File: config.mk
export PLATFORM = sky130hd
export DESIGN_NAME = tpc_top
export DESIGN_NICKNAME = d
export VERILOG_FILES = /design/src/rtl/tpc_pkg.sv /design/src/rtl/tpc_parity.sv /design/src/rtl/tpc_top.sv
export VERILOG_INCLUDE_DIRS = /design/src /design/src/rtl
export SDC_FILE = /design/constraint.sdc
export NUM_CORES = 1
export LEC_CHECK = 0
export BUFFER_PORTS_ARGS = -buffer_cell sky130_fd_sc_hd__buf_2
export CAP_MARGIN = 10
export CORE_ASPECT_RATIO = 2
export CORE_MARGIN = 1
export CORE_UTILIZATION = 45
export DETAILED_ROUTE_END_ITERATION = 12
export GPL_ROUTABILITY_DRIVEN = 0
export PLACE_DENSITY = 0.72
export SETUP_SLACK_MARGIN = 0.02
export SLEW_MARGIN = 20
export SYNTH_ARGS = -nofsm -noshare
export SYNTH_HDL_FRONTEND = slang
export SYNTH_HIERARCHICAL = 1
export SYNTH_SLANG_ARGS = --single-unit
File: constraint.sdc
create_clock -name aclk -period 4.4 [get_ports aclk]
set_input_delay 0.44 -clock aclk [delete_from_list [all_inputs] [get_ports aclk]]
set_output_delay 0.44 -clock aclk [all_outputs]
set_load 0.02 [all_outputs]
File: src/rtl/tpc_regs.svh
// Register map, field positions, reset values and rate constants for tape punch control
`ifndef TPC_REGS_SVH
`define TPC_REGS_SVH

// ****************************************
// Register offsets
// ****************************************
`define TPC_OFF_CTRL        8'h00
`define TPC_OFF_STATE       8'h04
`define TPC_OFF_IRQ_STATUS  8'h08
`define TPC_OFF_IRQ_MASK    8'h0C
`define TPC_OFF_PROG_KEYS   8'h10

// ****************************************
// Field positions
// ****************************************
`define TPC_CTRL_MODE_LSB   0
`define TPC_CTRL_READ_EN    2
`define TPC_CTRL_FC_EXIT    3
`define TPC_ST_PUNCH_ON     0
`define TPC_ST_AUX_ON       1
`define TPC_ST_FIELD_CTRL   2
`define TPC_ST_NEED_OFF     3
`define TPC_ST_PUNCH_BUSY   4
`define TPC_IRQ_PARITY      0
`define TPC_IRQ_ON_BLOCKED  1
`define TPC_IRQ_FIELD_ENTER 2
`define TPC_IRQ_W           3

// ****************************************
// Reset values and responses
// ****************************************
`define TPC_RST_MODE        2'h0
`define TPC_RST_IRQ_MASK    3'h0
`define TPC_RESP_OKAY       2'h0
`define TPC_RESP_SLVERR     2'h2

// ****************************************
// Rates in codes per minute, clock in Hz
// ****************************************
`define TPC_CLK_HZ          64'h0000_0000_05F5_E100
`define TPC_READ_CPM        572
`define TPC_PUNCH_CPM       1000
`define TPC_PAIR_CPM        1200
`define TPC_CYC_DN(cpm)     ((64'd60 * `TPC_CLK_HZ) / (cpm))
`define TPC_CYC_UP(cpm)     ((64'd60 * `TPC_CLK_HZ + (cpm) - 1) / (cpm))

`endif

File: src/rtl/tpc_pkg.sv
// Types shared by the tape punch control block
package tpc_pkg;

    // Punch mode switch positions
    typedef enum logic [1:0] {
        MODE_OFF = 2'h0,
        MODE_SEL = 2'h1,
        MODE_ALL = 2'h2
    } tpc_mode_t;

    // Kind of keyboard operation
    typedef enum logic [2:0] {
        KEY_CHAR      = 3'h0,
        KEY_PUNCH_ON  = 3'h1,
        KEY_AUX_ON    = 3'h2,
        KEY_ALL_OFF   = 3'h4
    } tpc_key_t;

endpackage : tpc_pkg

File: src/rtl/tpc_parity.sv
// Odd parity checker for punched codes
`timescale 1ns/100ps
module tpc_parity #(
    parameter int WIDTH = 8
) (
    input  wire logic [WIDTH-1:0] code,
    output wire logic             odd
);
    import tpc_pkg::*;

    assign odd = ^code;

endmodule : tpc_parity

File: src/rtl/tpc_top.sv
// Tape punch control: keylever, field and processor control of the punches
//
// Added by the designer: the register offsets and the AXI4-Lite register port.
`timescale 1ns/100ps
`include "tpc_regs.svh"

// What this block does
// RULE1: Control keys punch codes only in all mode
// RULE2: Select mode: control keys act, punch nothing
// RULE3: Off mode: control keys do nothing
// RULE4: Punch-on key turns punch on in select
// RULE5: Aux-on key turns aux on if connected
// RULE6: Off key turns both punches off
// RULE7: Field channels: punch on, aux on, off, off
// RULE8: Field channels act only under field control
// RULE9: Field-control key enters field control
// RULE10: Processor instruction enters field control directly
// RULE11: After field control, off before any on
// RULE12: Reader advances 572 codes per minute
// RULE13: Punch paces 1000 per minute, pairs 1200
// RULE14: Codes are eight bits, channels 8 to 1
// RULE15: Punched codes checked for odd parity
// RULE16: Sixteen program keys decoded into groups
// RULE17: All punches everything, off nothing, select switched
// RULE18: Punch, aux and field flags cleared at reset
module tpc_top #(
    parameter int ADDR_W   = 8,
    parameter int READ_CYC = int'(`TPC_CYC_DN(`TPC_READ_CPM)),
    parameter int SUST_CYC = int'(`TPC_CYC_UP(`TPC_PUNCH_CPM)),
    parameter int PAIR_CYC = int'(`TPC_CYC_UP(`TPC_PAIR_CPM))
) (
    input  wire logic              aclk,
    input  wire logic              aresetn,
    input  wire logic [ADDR_W-1:0] awaddr,
    input  wire logic [2:0]        awprot,
    input  wire logic              awvalid,
    output wire logic              awready,
    input  wire logic [31:0]       wdata,
    input  wire logic [3:0]        wstrb,
    input  wire logic              wvalid,
    output wire logic              wready,
    output logic      [1:0]        bresp,
    output logic                   bvalid,
    input  wire logic              bready,
    input  wire logic [ADDR_W-1:0] araddr,
    input  wire logic [2:0]        arprot,
    input  wire logic              arvalid,
    output wire logic              arready,
    output logic      [31:0]       rdata,
    output logic      [1:0]        rresp,
    output logic                   rvalid,
    input  wire logic              rready,
    input  wire logic              key_valid,
    output wire logic              key_ready,
    input  wire tpc_pkg::tpc_key_t key_kind,
    input  wire logic [7:0]        key_code,
    input  wire logic              field_ctrl_enter_key,
    input  wire logic              cpu_field_ctrl,
    input  wire logic [3:0]        field_ch,
    input  wire logic              aux_connected,
    input  wire logic [15:0]       prog_keys,
    output logic                   punch_strobe,
    output logic      [7:0]        punch_code,
    output logic                   aux_strobe,
    output logic      [7:0]        aux_code,
    output logic                   punch_on,
    output logic                   aux_on,
    output logic                   field_ctrl,
    output logic                   reader_advance,
    output logic      [10:0]       manual_prog_sel,
    output logic                   tape_prog_sel,
    output logic      [1:0]        prog_selector,
    output logic      [1:0]        manual_selector,
    output wire logic              irq
);
    import tpc_pkg::*;

    // ****************************************
    // Helpers
    // ****************************************
    function automatic logic reg_hit(input logic [ADDR_W-1:0] addr, input logic [7:0] off);
        logic [ADDR_W-1:0] off_w;
        off_w   = ADDR_W'(off);
        reg_hit = (addr[ADDR_W-1:2] == off_w[ADDR_W-1:2]);
    endfunction : reg_hit

    localparam int          SAT_CYC = 2 * SUST_CYC;
    localparam logic [31:0] SAT32   = 32'(SAT_CYC);

    // ****************************************
    // Register state
    // ****************************************
    logic [1:0]            mode;
    logic                  read_en;
    logic [`TPC_IRQ_W-1:0] irq_status;
    logic [`TPC_IRQ_W-1:0] irq_mask;
    logic                  need_off;
    logic                  aw_held;
    logic                  w_held;
    logic [ADDR_W-1:0]     aw_addr_q;
    logic [31:0]           w_data_q;
    logic [3:0]            w_strb_q;
    logic [31:0]           since_last;
    logic [31:0]           prev_gap;
    logic [31:0]           read_cnt;

    // ****************************************
    // Bus decode
    // ****************************************
    wire do_write   = aw_held && w_held && !bvalid;
    wire wr_b0      = do_write && w_strb_q[0];
    wire wr_ctrl    = wr_b0 && reg_hit(aw_addr_q, `TPC_OFF_CTRL);
    wire wr_istat   = wr_b0 && reg_hit(aw_addr_q, `TPC_OFF_IRQ_STATUS);
    wire wr_imask   = wr_b0 && reg_hit(aw_addr_q, `TPC_OFF_IRQ_MASK);
    wire wr_mapped  = reg_hit(aw_addr_q, `TPC_OFF_CTRL) || reg_hit(aw_addr_q, `TPC_OFF_STATE)
                   || reg_hit(aw_addr_q, `TPC_OFF_IRQ_STATUS) || reg_hit(aw_addr_q, `TPC_OFF_IRQ_MASK)
                   || reg_hit(aw_addr_q, `TPC_OFF_PROG_KEYS);
    wire fc_exit    = wr_ctrl && w_data_q[`TPC_CTRL_FC_EXIT];
    wire rd_take    = arvalid && arready;
    wire rd_ctrl    = reg_hit(araddr, `TPC_OFF_CTRL);
    wire rd_state   = reg_hit(araddr, `TPC_OFF_STATE);
    wire rd_istat   = reg_hit(araddr, `TPC_OFF_IRQ_STATUS);
    wire rd_imask   = reg_hit(araddr, `TPC_OFF_IRQ_MASK);
    wire rd_keys    = reg_hit(araddr, `TPC_OFF_PROG_KEYS);
    wire rd_mapped  = rd_ctrl || rd_state || rd_istat || rd_imask || rd_keys;
    wire punch_busy = !key_ready;

    wire [31:0] ctrl_word  = {29'h0, read_en, mode};
    wire [31:0] state_word = {27'h0, punch_busy, need_off, field_ctrl, aux_on, punch_on};
    wire [31:0] rd_word    = rd_ctrl  ? ctrl_word
                           : rd_state ? state_word
                           : rd_istat ? {29'h0, irq_status}
                           : rd_imask ? {29'h0, irq_mask}
                           : rd_keys  ? {16'h0, prog_keys}
                           : 32'h0000_0000;

    assign awready = !aw_held;
    assign wready  = !w_held;
    assign arready = !rvalid;

    // ****************************************
    // Write channel
    // ****************************************
    always_ff @(posedge aclk)
    begin
        if (!aresetn)
        begin
            aw_held   <= 1'b0;
            w_held    <= 1'b0;
            aw_addr_q <= '0;
            w_data_q  <= 32'h0000_0000;
            w_strb_q  <= 4'h0;
            bvalid    <= 1'b0;
            bresp     <= `TPC_RESP_OKAY;
        end
        else
        begin
            if (awvalid && awready)
            begin
                aw_held   <= 1'b1;
                aw_addr_q <= awaddr;
            end
            if (wvalid && wready)
            begin
                w_held   <= 1'b1;
                w_data_q <= wdata;
                w_strb_q <= wstrb;
            end
            if (do_write)
            begin
                aw_held <= 1'b0;
                w_held  <= 1'b0;
                bvalid  <= 1'b1;
                bresp   <= wr_mapped ? `TPC_RESP_OKAY : `TPC_RESP_SLVERR;
            end
            else if (bready)
            begin
                bvalid <= 1'b0;
            end
        end
    end

    // ****************************************
    // Read channel
    // ****************************************
    always_ff @(posedge aclk)
    begin
        if (!aresetn)
        begin
            rvalid <= 1'b0;
            rdata  <= 32'h0000_0000;
            rresp  <= `TPC_RESP_OKAY;
        end
        else if (rd_take)
        begin
            rvalid <= 1'b1;
            rdata  <= rd_word;
            rresp  <= rd_mapped ? `TPC_RESP_OKAY : `TPC_RESP_SLVERR;
        end
        else if (rready)
        begin
            rvalid <= 1'b0;
        end
    end

    // ****************************************
    // Punch decision
    // ****************************************
    wire mode_all  = (mode == MODE_ALL);
    wire mode_sel  = (mode == MODE_SEL);
    wire key_take  = key_valid && key_ready;
    wire is_ctl    = (key_kind != KEY_CHAR);
    wire ctl_act   = key_take && is_ctl && (mode_all || mode_sel);           // RULE3
    wire want_on   = (key_kind == KEY_PUNCH_ON) || (key_kind == KEY_AUX_ON);
    wire on_block  = ctl_act && want_on && need_off;                          // RULE11
    wire key_on1   = ctl_act && !on_block && (key_kind == KEY_PUNCH_ON) && mode_sel;   // RULE4
    wire key_on2   = ctl_act && !on_block && (key_kind == KEY_AUX_ON) && aux_connected; // RULE5
    wire key_off   = ctl_act && (key_kind == KEY_ALL_OFF);                    // RULE6
    wire do_punch  = key_take && (mode_all || (mode_sel && !is_ctl && punch_on)); // RULE1 RULE2 RULE17
    wire do_aux    = key_take && !is_ctl && aux_on && aux_connected;
    wire fld_live  = field_ctrl;                                              // RULE8
    wire fld_on1   = fld_live && field_ch[0];                                 // RULE7
    wire fld_on2   = fld_live && field_ch[1] && aux_connected;
    wire fld_off1  = fld_live && field_ch[2];
    wire fld_off2  = fld_live && field_ch[3];
    wire fc_enter  = field_ctrl_enter_key || cpu_field_ctrl;                  // RULE9 RULE10

    // Keyboard acts after the field rack, so a keylever wins a tie
    wire fld_punch = fld_off1 ? 1'b0 : (fld_on1 ? 1'b1 : punch_on);
    wire fld_aux   = fld_off2 ? 1'b0 : (fld_on2 ? 1'b1 : aux_on);
    wire next_punch_on = key_off ? 1'b0 : (key_on1 ? 1'b1 : fld_punch);
    wire next_aux_on   = key_off ? 1'b0 : (key_on2 ? 1'b1 : fld_aux);
    wire next_field    = fc_enter ? 1'b1 : (fc_exit ? 1'b0 : field_ctrl);
    wire next_need_off = (field_ctrl && !next_field) ? 1'b1 : (key_off ? 1'b0 : need_off);

    // ****************************************
    // Punch pacing
    // ****************************************
    wire [32:0] pair_sum = {1'b0, prev_gap} + {1'b0, since_last};
    assign key_ready = (since_last >= 32'(PAIR_CYC)) && (pair_sum >= 33'(SAT_CYC)); // RULE13

    always_ff @(posedge aclk)
    begin
        if (!aresetn)
        begin
            since_last <= SAT32;
            prev_gap   <= SAT32;
        end
        else if (key_take)
        begin
            since_last <= 32'h0000_0001;
            prev_gap   <= since_last;
        end
        else if (since_last < SAT32)
        begin
            since_last <= since_last + 32'h0000_0001;
        end
    end

    // ****************************************
    // Control flags and code outputs
    // ****************************************
    always_ff @(posedge aclk)
    begin
        if (!aresetn)
        begin
            punch_on   <= 1'b0;                                               // RULE18
            aux_on     <= 1'b0;
            field_ctrl <= 1'b0;
            need_off   <= 1'b0;
        end
        else
        begin
            punch_on   <= next_punch_on;
            aux_on     <= next_aux_on;
            field_ctrl <= next_field;
            need_off   <= next_need_off;
        end
    end

    always_ff @(posedge aclk)
    begin
        if (!aresetn)
        begin
            punch_strobe <= 1'b0;
            punch_code   <= 8'h00;
            aux_strobe   <= 1'b0;
            aux_code     <= 8'h00;
        end
        else
        begin
            punch_strobe <= do_punch;
            aux_strobe   <= do_aux;
            if (do_punch)
                punch_code <= key_code;                                       // RULE14
            if (do_aux)
                aux_code <= key_code;
        end
    end

    // ****************************************
    // Parity check and interrupts
    // ****************************************
    logic code_odd;

    tpc_parity #(
        .WIDTH (8)
    ) u_parity (
        .code (punch_code),
        .odd  (code_odd)
    );

    wire [`TPC_IRQ_W-1:0] irq_evt = {fc_enter && !field_ctrl, on_block, punch_strobe && !code_odd}; // RULE15
    wire [`TPC_IRQ_W-1:0] irq_clr = wr_istat ? w_data_q[`TPC_IRQ_W-1:0] : '0;

    assign irq = |(irq_status & irq_mask);

    always_ff @(posedge aclk)
    begin
        if (!aresetn)
        begin
            mode       <= `TPC_RST_MODE;
            read_en    <= 1'b0;
            irq_mask   <= `TPC_RST_IRQ_MASK;
            irq_status <= '0;
        end
        else
        begin
            if (wr_ctrl)
            begin
                mode    <= w_data_q[`TPC_CTRL_MODE_LSB +: 2];
                read_en <= w_data_q[`TPC_CTRL_READ_EN];
            end
            if (wr_imask)
                irq_mask <= w_data_q[`TPC_IRQ_W-1:0];
            irq_status <= (irq_status & ~irq_clr) | irq_evt;
        end
    end

    // ****************************************
    // Reader pacing and program keys
    // ****************************************
    always_ff @(posedge aclk)
    begin
        if (!aresetn)
        begin
            read_cnt       <= 32'h0000_0000;
            reader_advance <= 1'b0;
        end
        else
        begin
            reader_advance <= read_en && (read_cnt == 32'(READ_CYC - 1));      // RULE12
            if (!read_en || read_cnt == 32'(READ_CYC - 1))
                read_cnt <= 32'h0000_0000;
            else
                read_cnt <= read_cnt + 32'h0000_0001;
        end
    end

    always_ff @(posedge aclk)
    begin
        if (!aresetn)
        begin
            manual_prog_sel <= 11'h000;
            tape_prog_sel   <= 1'b0;
            prog_selector   <= 2'h0;
            manual_selector <= 2'h0;
        end
        else
        begin
            manual_prog_sel <= prog_keys[10:0];                               // RULE16
            tape_prog_sel   <= prog_keys[11];
            prog_selector   <= prog_keys[13:12];
            manual_selector <= prog_keys[15:14];
        end
    end
endmodule : tpc_top

==> summary.txt <==
Status
  – Status: completed

Setup path
  – Worst path most repeated cell: nand2_1
  – Slowest stage cell, crit path: a2111oi_4
  – Crit. End Element: primary output
  – CP arrival: about 3.8 ns
  – Critical path class: register to primary output
  – Slowest cell delay on critical path: 0.59 ns
  – Worst Path Max Fanout: 9
  – Worst EP required: approximately 4.0 ns
  – Critical path startpoint category: register
  – Worst-path cell chain: ha_1 > nand2_1 > nor3b_2 > a22oi_2 > a2111oi_4 > o31ai_1 > o21ai_1 > xor2_1 > o41ai_4 > nand2_1 > buf_2

Detailed routing
  – Vias: between 7k and 8k
  – Vias/cell: about 5.5
  – Initial DRC Count: roughly 350
  – Final wirelength: 22.9 mm
  – Number of nets with antenna violations after routing: 0
  – DRC: 0
  – Initial DRT Pass Iterations: 5
  – WL/cell: roughly 16 um

Timing
  – RSZ-0062 raised after global routing: no
  – FMAX: approximately 0.24 GHz
  – Minimum clock period: 4.22 ns
  – Max-slew headroom: between 30% and 40%
  – Final worst slack: ~0.18 ns
  – Worst slew pin tran: between 0.9 and 1 ns
  – Ratio of final minimum period to clock period: between 90% and 100%
  – TNS Setup: 0 ns
  – Max Slew Vio Count: 0
  – Worst clock skew: 0.0110 ns
  – Finish-stage setup viols: 0
  – Final Hold Fails: 0

Synth
  – Distinct cells, synth: 66
  – Post-synth ARST share: 0%
  – Post-synth top cells: dfxtp_1 (177), nand2_1 (142), nor2_1 (111)
  – Synth top area share: between 30% and 40%
  – Post-synth EDFFs: 0
  – Synth area leaders: dfxtp_1 (39%), nand2_1 (5.9%), ha_1 (5.3%), mux2i_1 (4.9%), nor2_1 (4.6%)
  – Syn Inst Count: 1,081
  – Synthesized area: about 9000 um^2
  – Syn Area/Cell: roughly 8.4 um^2
  – Main synth FF type: dfxtp_1
  – Area leader, netlist: dfxtp_1
  – Ys Warns: 6
  – Yosys reg bits: between 150 and 200
  – Sequential area share after synthesis: 39.2%
  – Cell with the most instances after synthesis: dfxtp_1

Floorplanning
  – Core area: ~20,000 um^2
  – Die area: just over 20,000 um^2
  – Num rows: between 70 and 80
  – Starting density of the core: approximately 46%
  – Die H: between 200 and 250 um
  – Die Span X: approximately 100 um
  – # IOs: about 180

Power and ir drop
  – VDD IR max: about 340 uV
  – PwrDens: about 350 nW/um^2
  – LEAKAGE: approximately 4.2 nW
  – Total power: roughly 0.0037 W

Layout
  – Final net count: 1,326
  – N_diodes: 0
  – Area Growth Syn to Fin: 16.3%
  – Final Cell Area: 10,500 um^2
  – Final Non-Filler Cells: roughly 1.5k
  – Share of cells above drive strength 1: about 16%

Clock tree
  – CTS Sinks: between 150 and 200
  – Cts bufs inserted: 17
  – # hold bufs at CTS: 0
  – Clk slew on worst S/H paths: around 0.07 ns
  – Max clock buf depth: 2
  – # Post-CTS Setup Buffers: 0
  – Worst skew pair latency: about 0.43 ns
  – Clock root buffer: clkbuf_16
  – H-Tree Depth: 4
  – CTS tree: built

Global routing
  – GR Util All Layers: roughly 23%
  – Overflow left after global routing: 0
  – Initial antenna violation count: 0
  – Vias in the first global route: between 7k and 8k
  – Largest net degree at the start of global routing: 60
  – First-pass GRT wire length: 36.9 mm

Placed design
  – IO Port Bufs: 121
  – Post-DP Area: ~9800 um^2
  – Final HPWL DP: 17.4 mm
  – Pre-CTS setup slack: about 0.12 ns
  – Placed insts: between 1k and 1.5k

Run
  – Max-cap viol count: 0

Min path
  – Hold Crit Class: input pin to register
## cells by family after synthesis
logic type	count (synthesis)	synth area share [%]
AOI/OAI and AO/OA	199	13.4
muxes	47	5.62
other	1	0.0415
and+or+nand+nor	454	24.0
adders and majority gates	39	5.48
buffers and inverters	86	4.79
DFF	177	39.2
xor gates and xnor gates	78	7.56
## report_power, final
group	leakage [nW]	internal [W]	switching, W
logic	2.44	0.000178	0.000300
registers	1.44	0.00165	0.0000480
clock network	0.284	0.000925	0.000632
total	4.16	0.00275	0.000980
## registers in the layout, indices dropped and copies added (netlist names), 2 cells and up
signal and flops:
prev_gap 32, aw_addr_q 6, read_cnt 32, aux_code 8, punch_code 8, manual_selector 2
w_data_q 4, irq_status 3, rdata 16, since_last 32, mode 2, prog_selector 2
manual_prog_sel 11, irq_mask 3
## final timing paths
kind,slack (ns),cells past startpoint,endpoint,start
worst max register to register,0.29,14,since_last[26],since_last[0]
worst min register to register,0.45,2,rdata[15],rdata[15]
worst min-delay path,0.20,2,rvalid,rready
worst max-delay path,0.18,11,key_ready,since_last[12]
## worst max-delay path, delay by kind of cell, from the launching register on
kind / cells / cell delay [ns]
compound gates: 5 / 1.55
simple gates: 3 / 0.61
fa+ha+maj: 1 / 0.50
flops: 1 / 0.37
buf+inv: 1 / 0.20
xor+xnor: 1 / 0.12
## routing by layer
| metal | global-route usage (%) | routed length, um | share of wire (%) |
|---|---|---|---|
| met5 | 0 | 0 | 0 |
| met1 | 20.8 | 8000 | 35 |
| met4 | 14.8 | 1390 | 6.1 |
| met3 | 3.44 | 644 | 2.8 |
| met2 | 44.5 | 12900 | 56 |
## final cells by class
type                    instances  area [um^2]
flip-flops and latches        177         3540
multi-input cells             835         5210
clock buffers                  20          457
inverters                      19         71.3
well taps                     262          328
repair buffers                137          753
clock inverters                12          159
fillers                      1849         9300
## cells in the final DEF, fill, tap and decap left out, drive strengths merged, types with 4 or more instances in the layout
cell type	n
nor2	111
clkinv	4
buf	137
ha	38
clkinvlp	5
o21ai	72
o211ai	6
nor3	19
o21a	6
clkbuf	20
dfxtp	177
inv	19
a31oi	10
nor2b	10
nor4	11
and3	13
nand2b	5
xnor2	32
mux2i	44
a21boi	4
or3	4
conb	18
a21oi	63
a211oi	6
nand2	142
and2	28
a221oi	4
o31ai	5
and4	5
xor2	46
nor4b	4
nand3	69
nor3b	4
nand4	17
## what timing repair did
| item | CTS | global route |
|---|---|---|
| pin swaps | 1 | 5 |
| gates resized for setup | 3 | 10 |
| gates cloned | 0 | 0 |
| endpoints found under the setup margin | 1 | 41 |
## stage by stage
step                      util (%)  hold slack, ns
after floorplan                  -           0.440
after global placement        49.6           0.436
after detailed placement      49.6           0.441
after CTS                     52.8           0.183
after global routing          53.1           0.183
final                         53.1           0.197
Note: power is estimated with default switching activity, not from simulation.
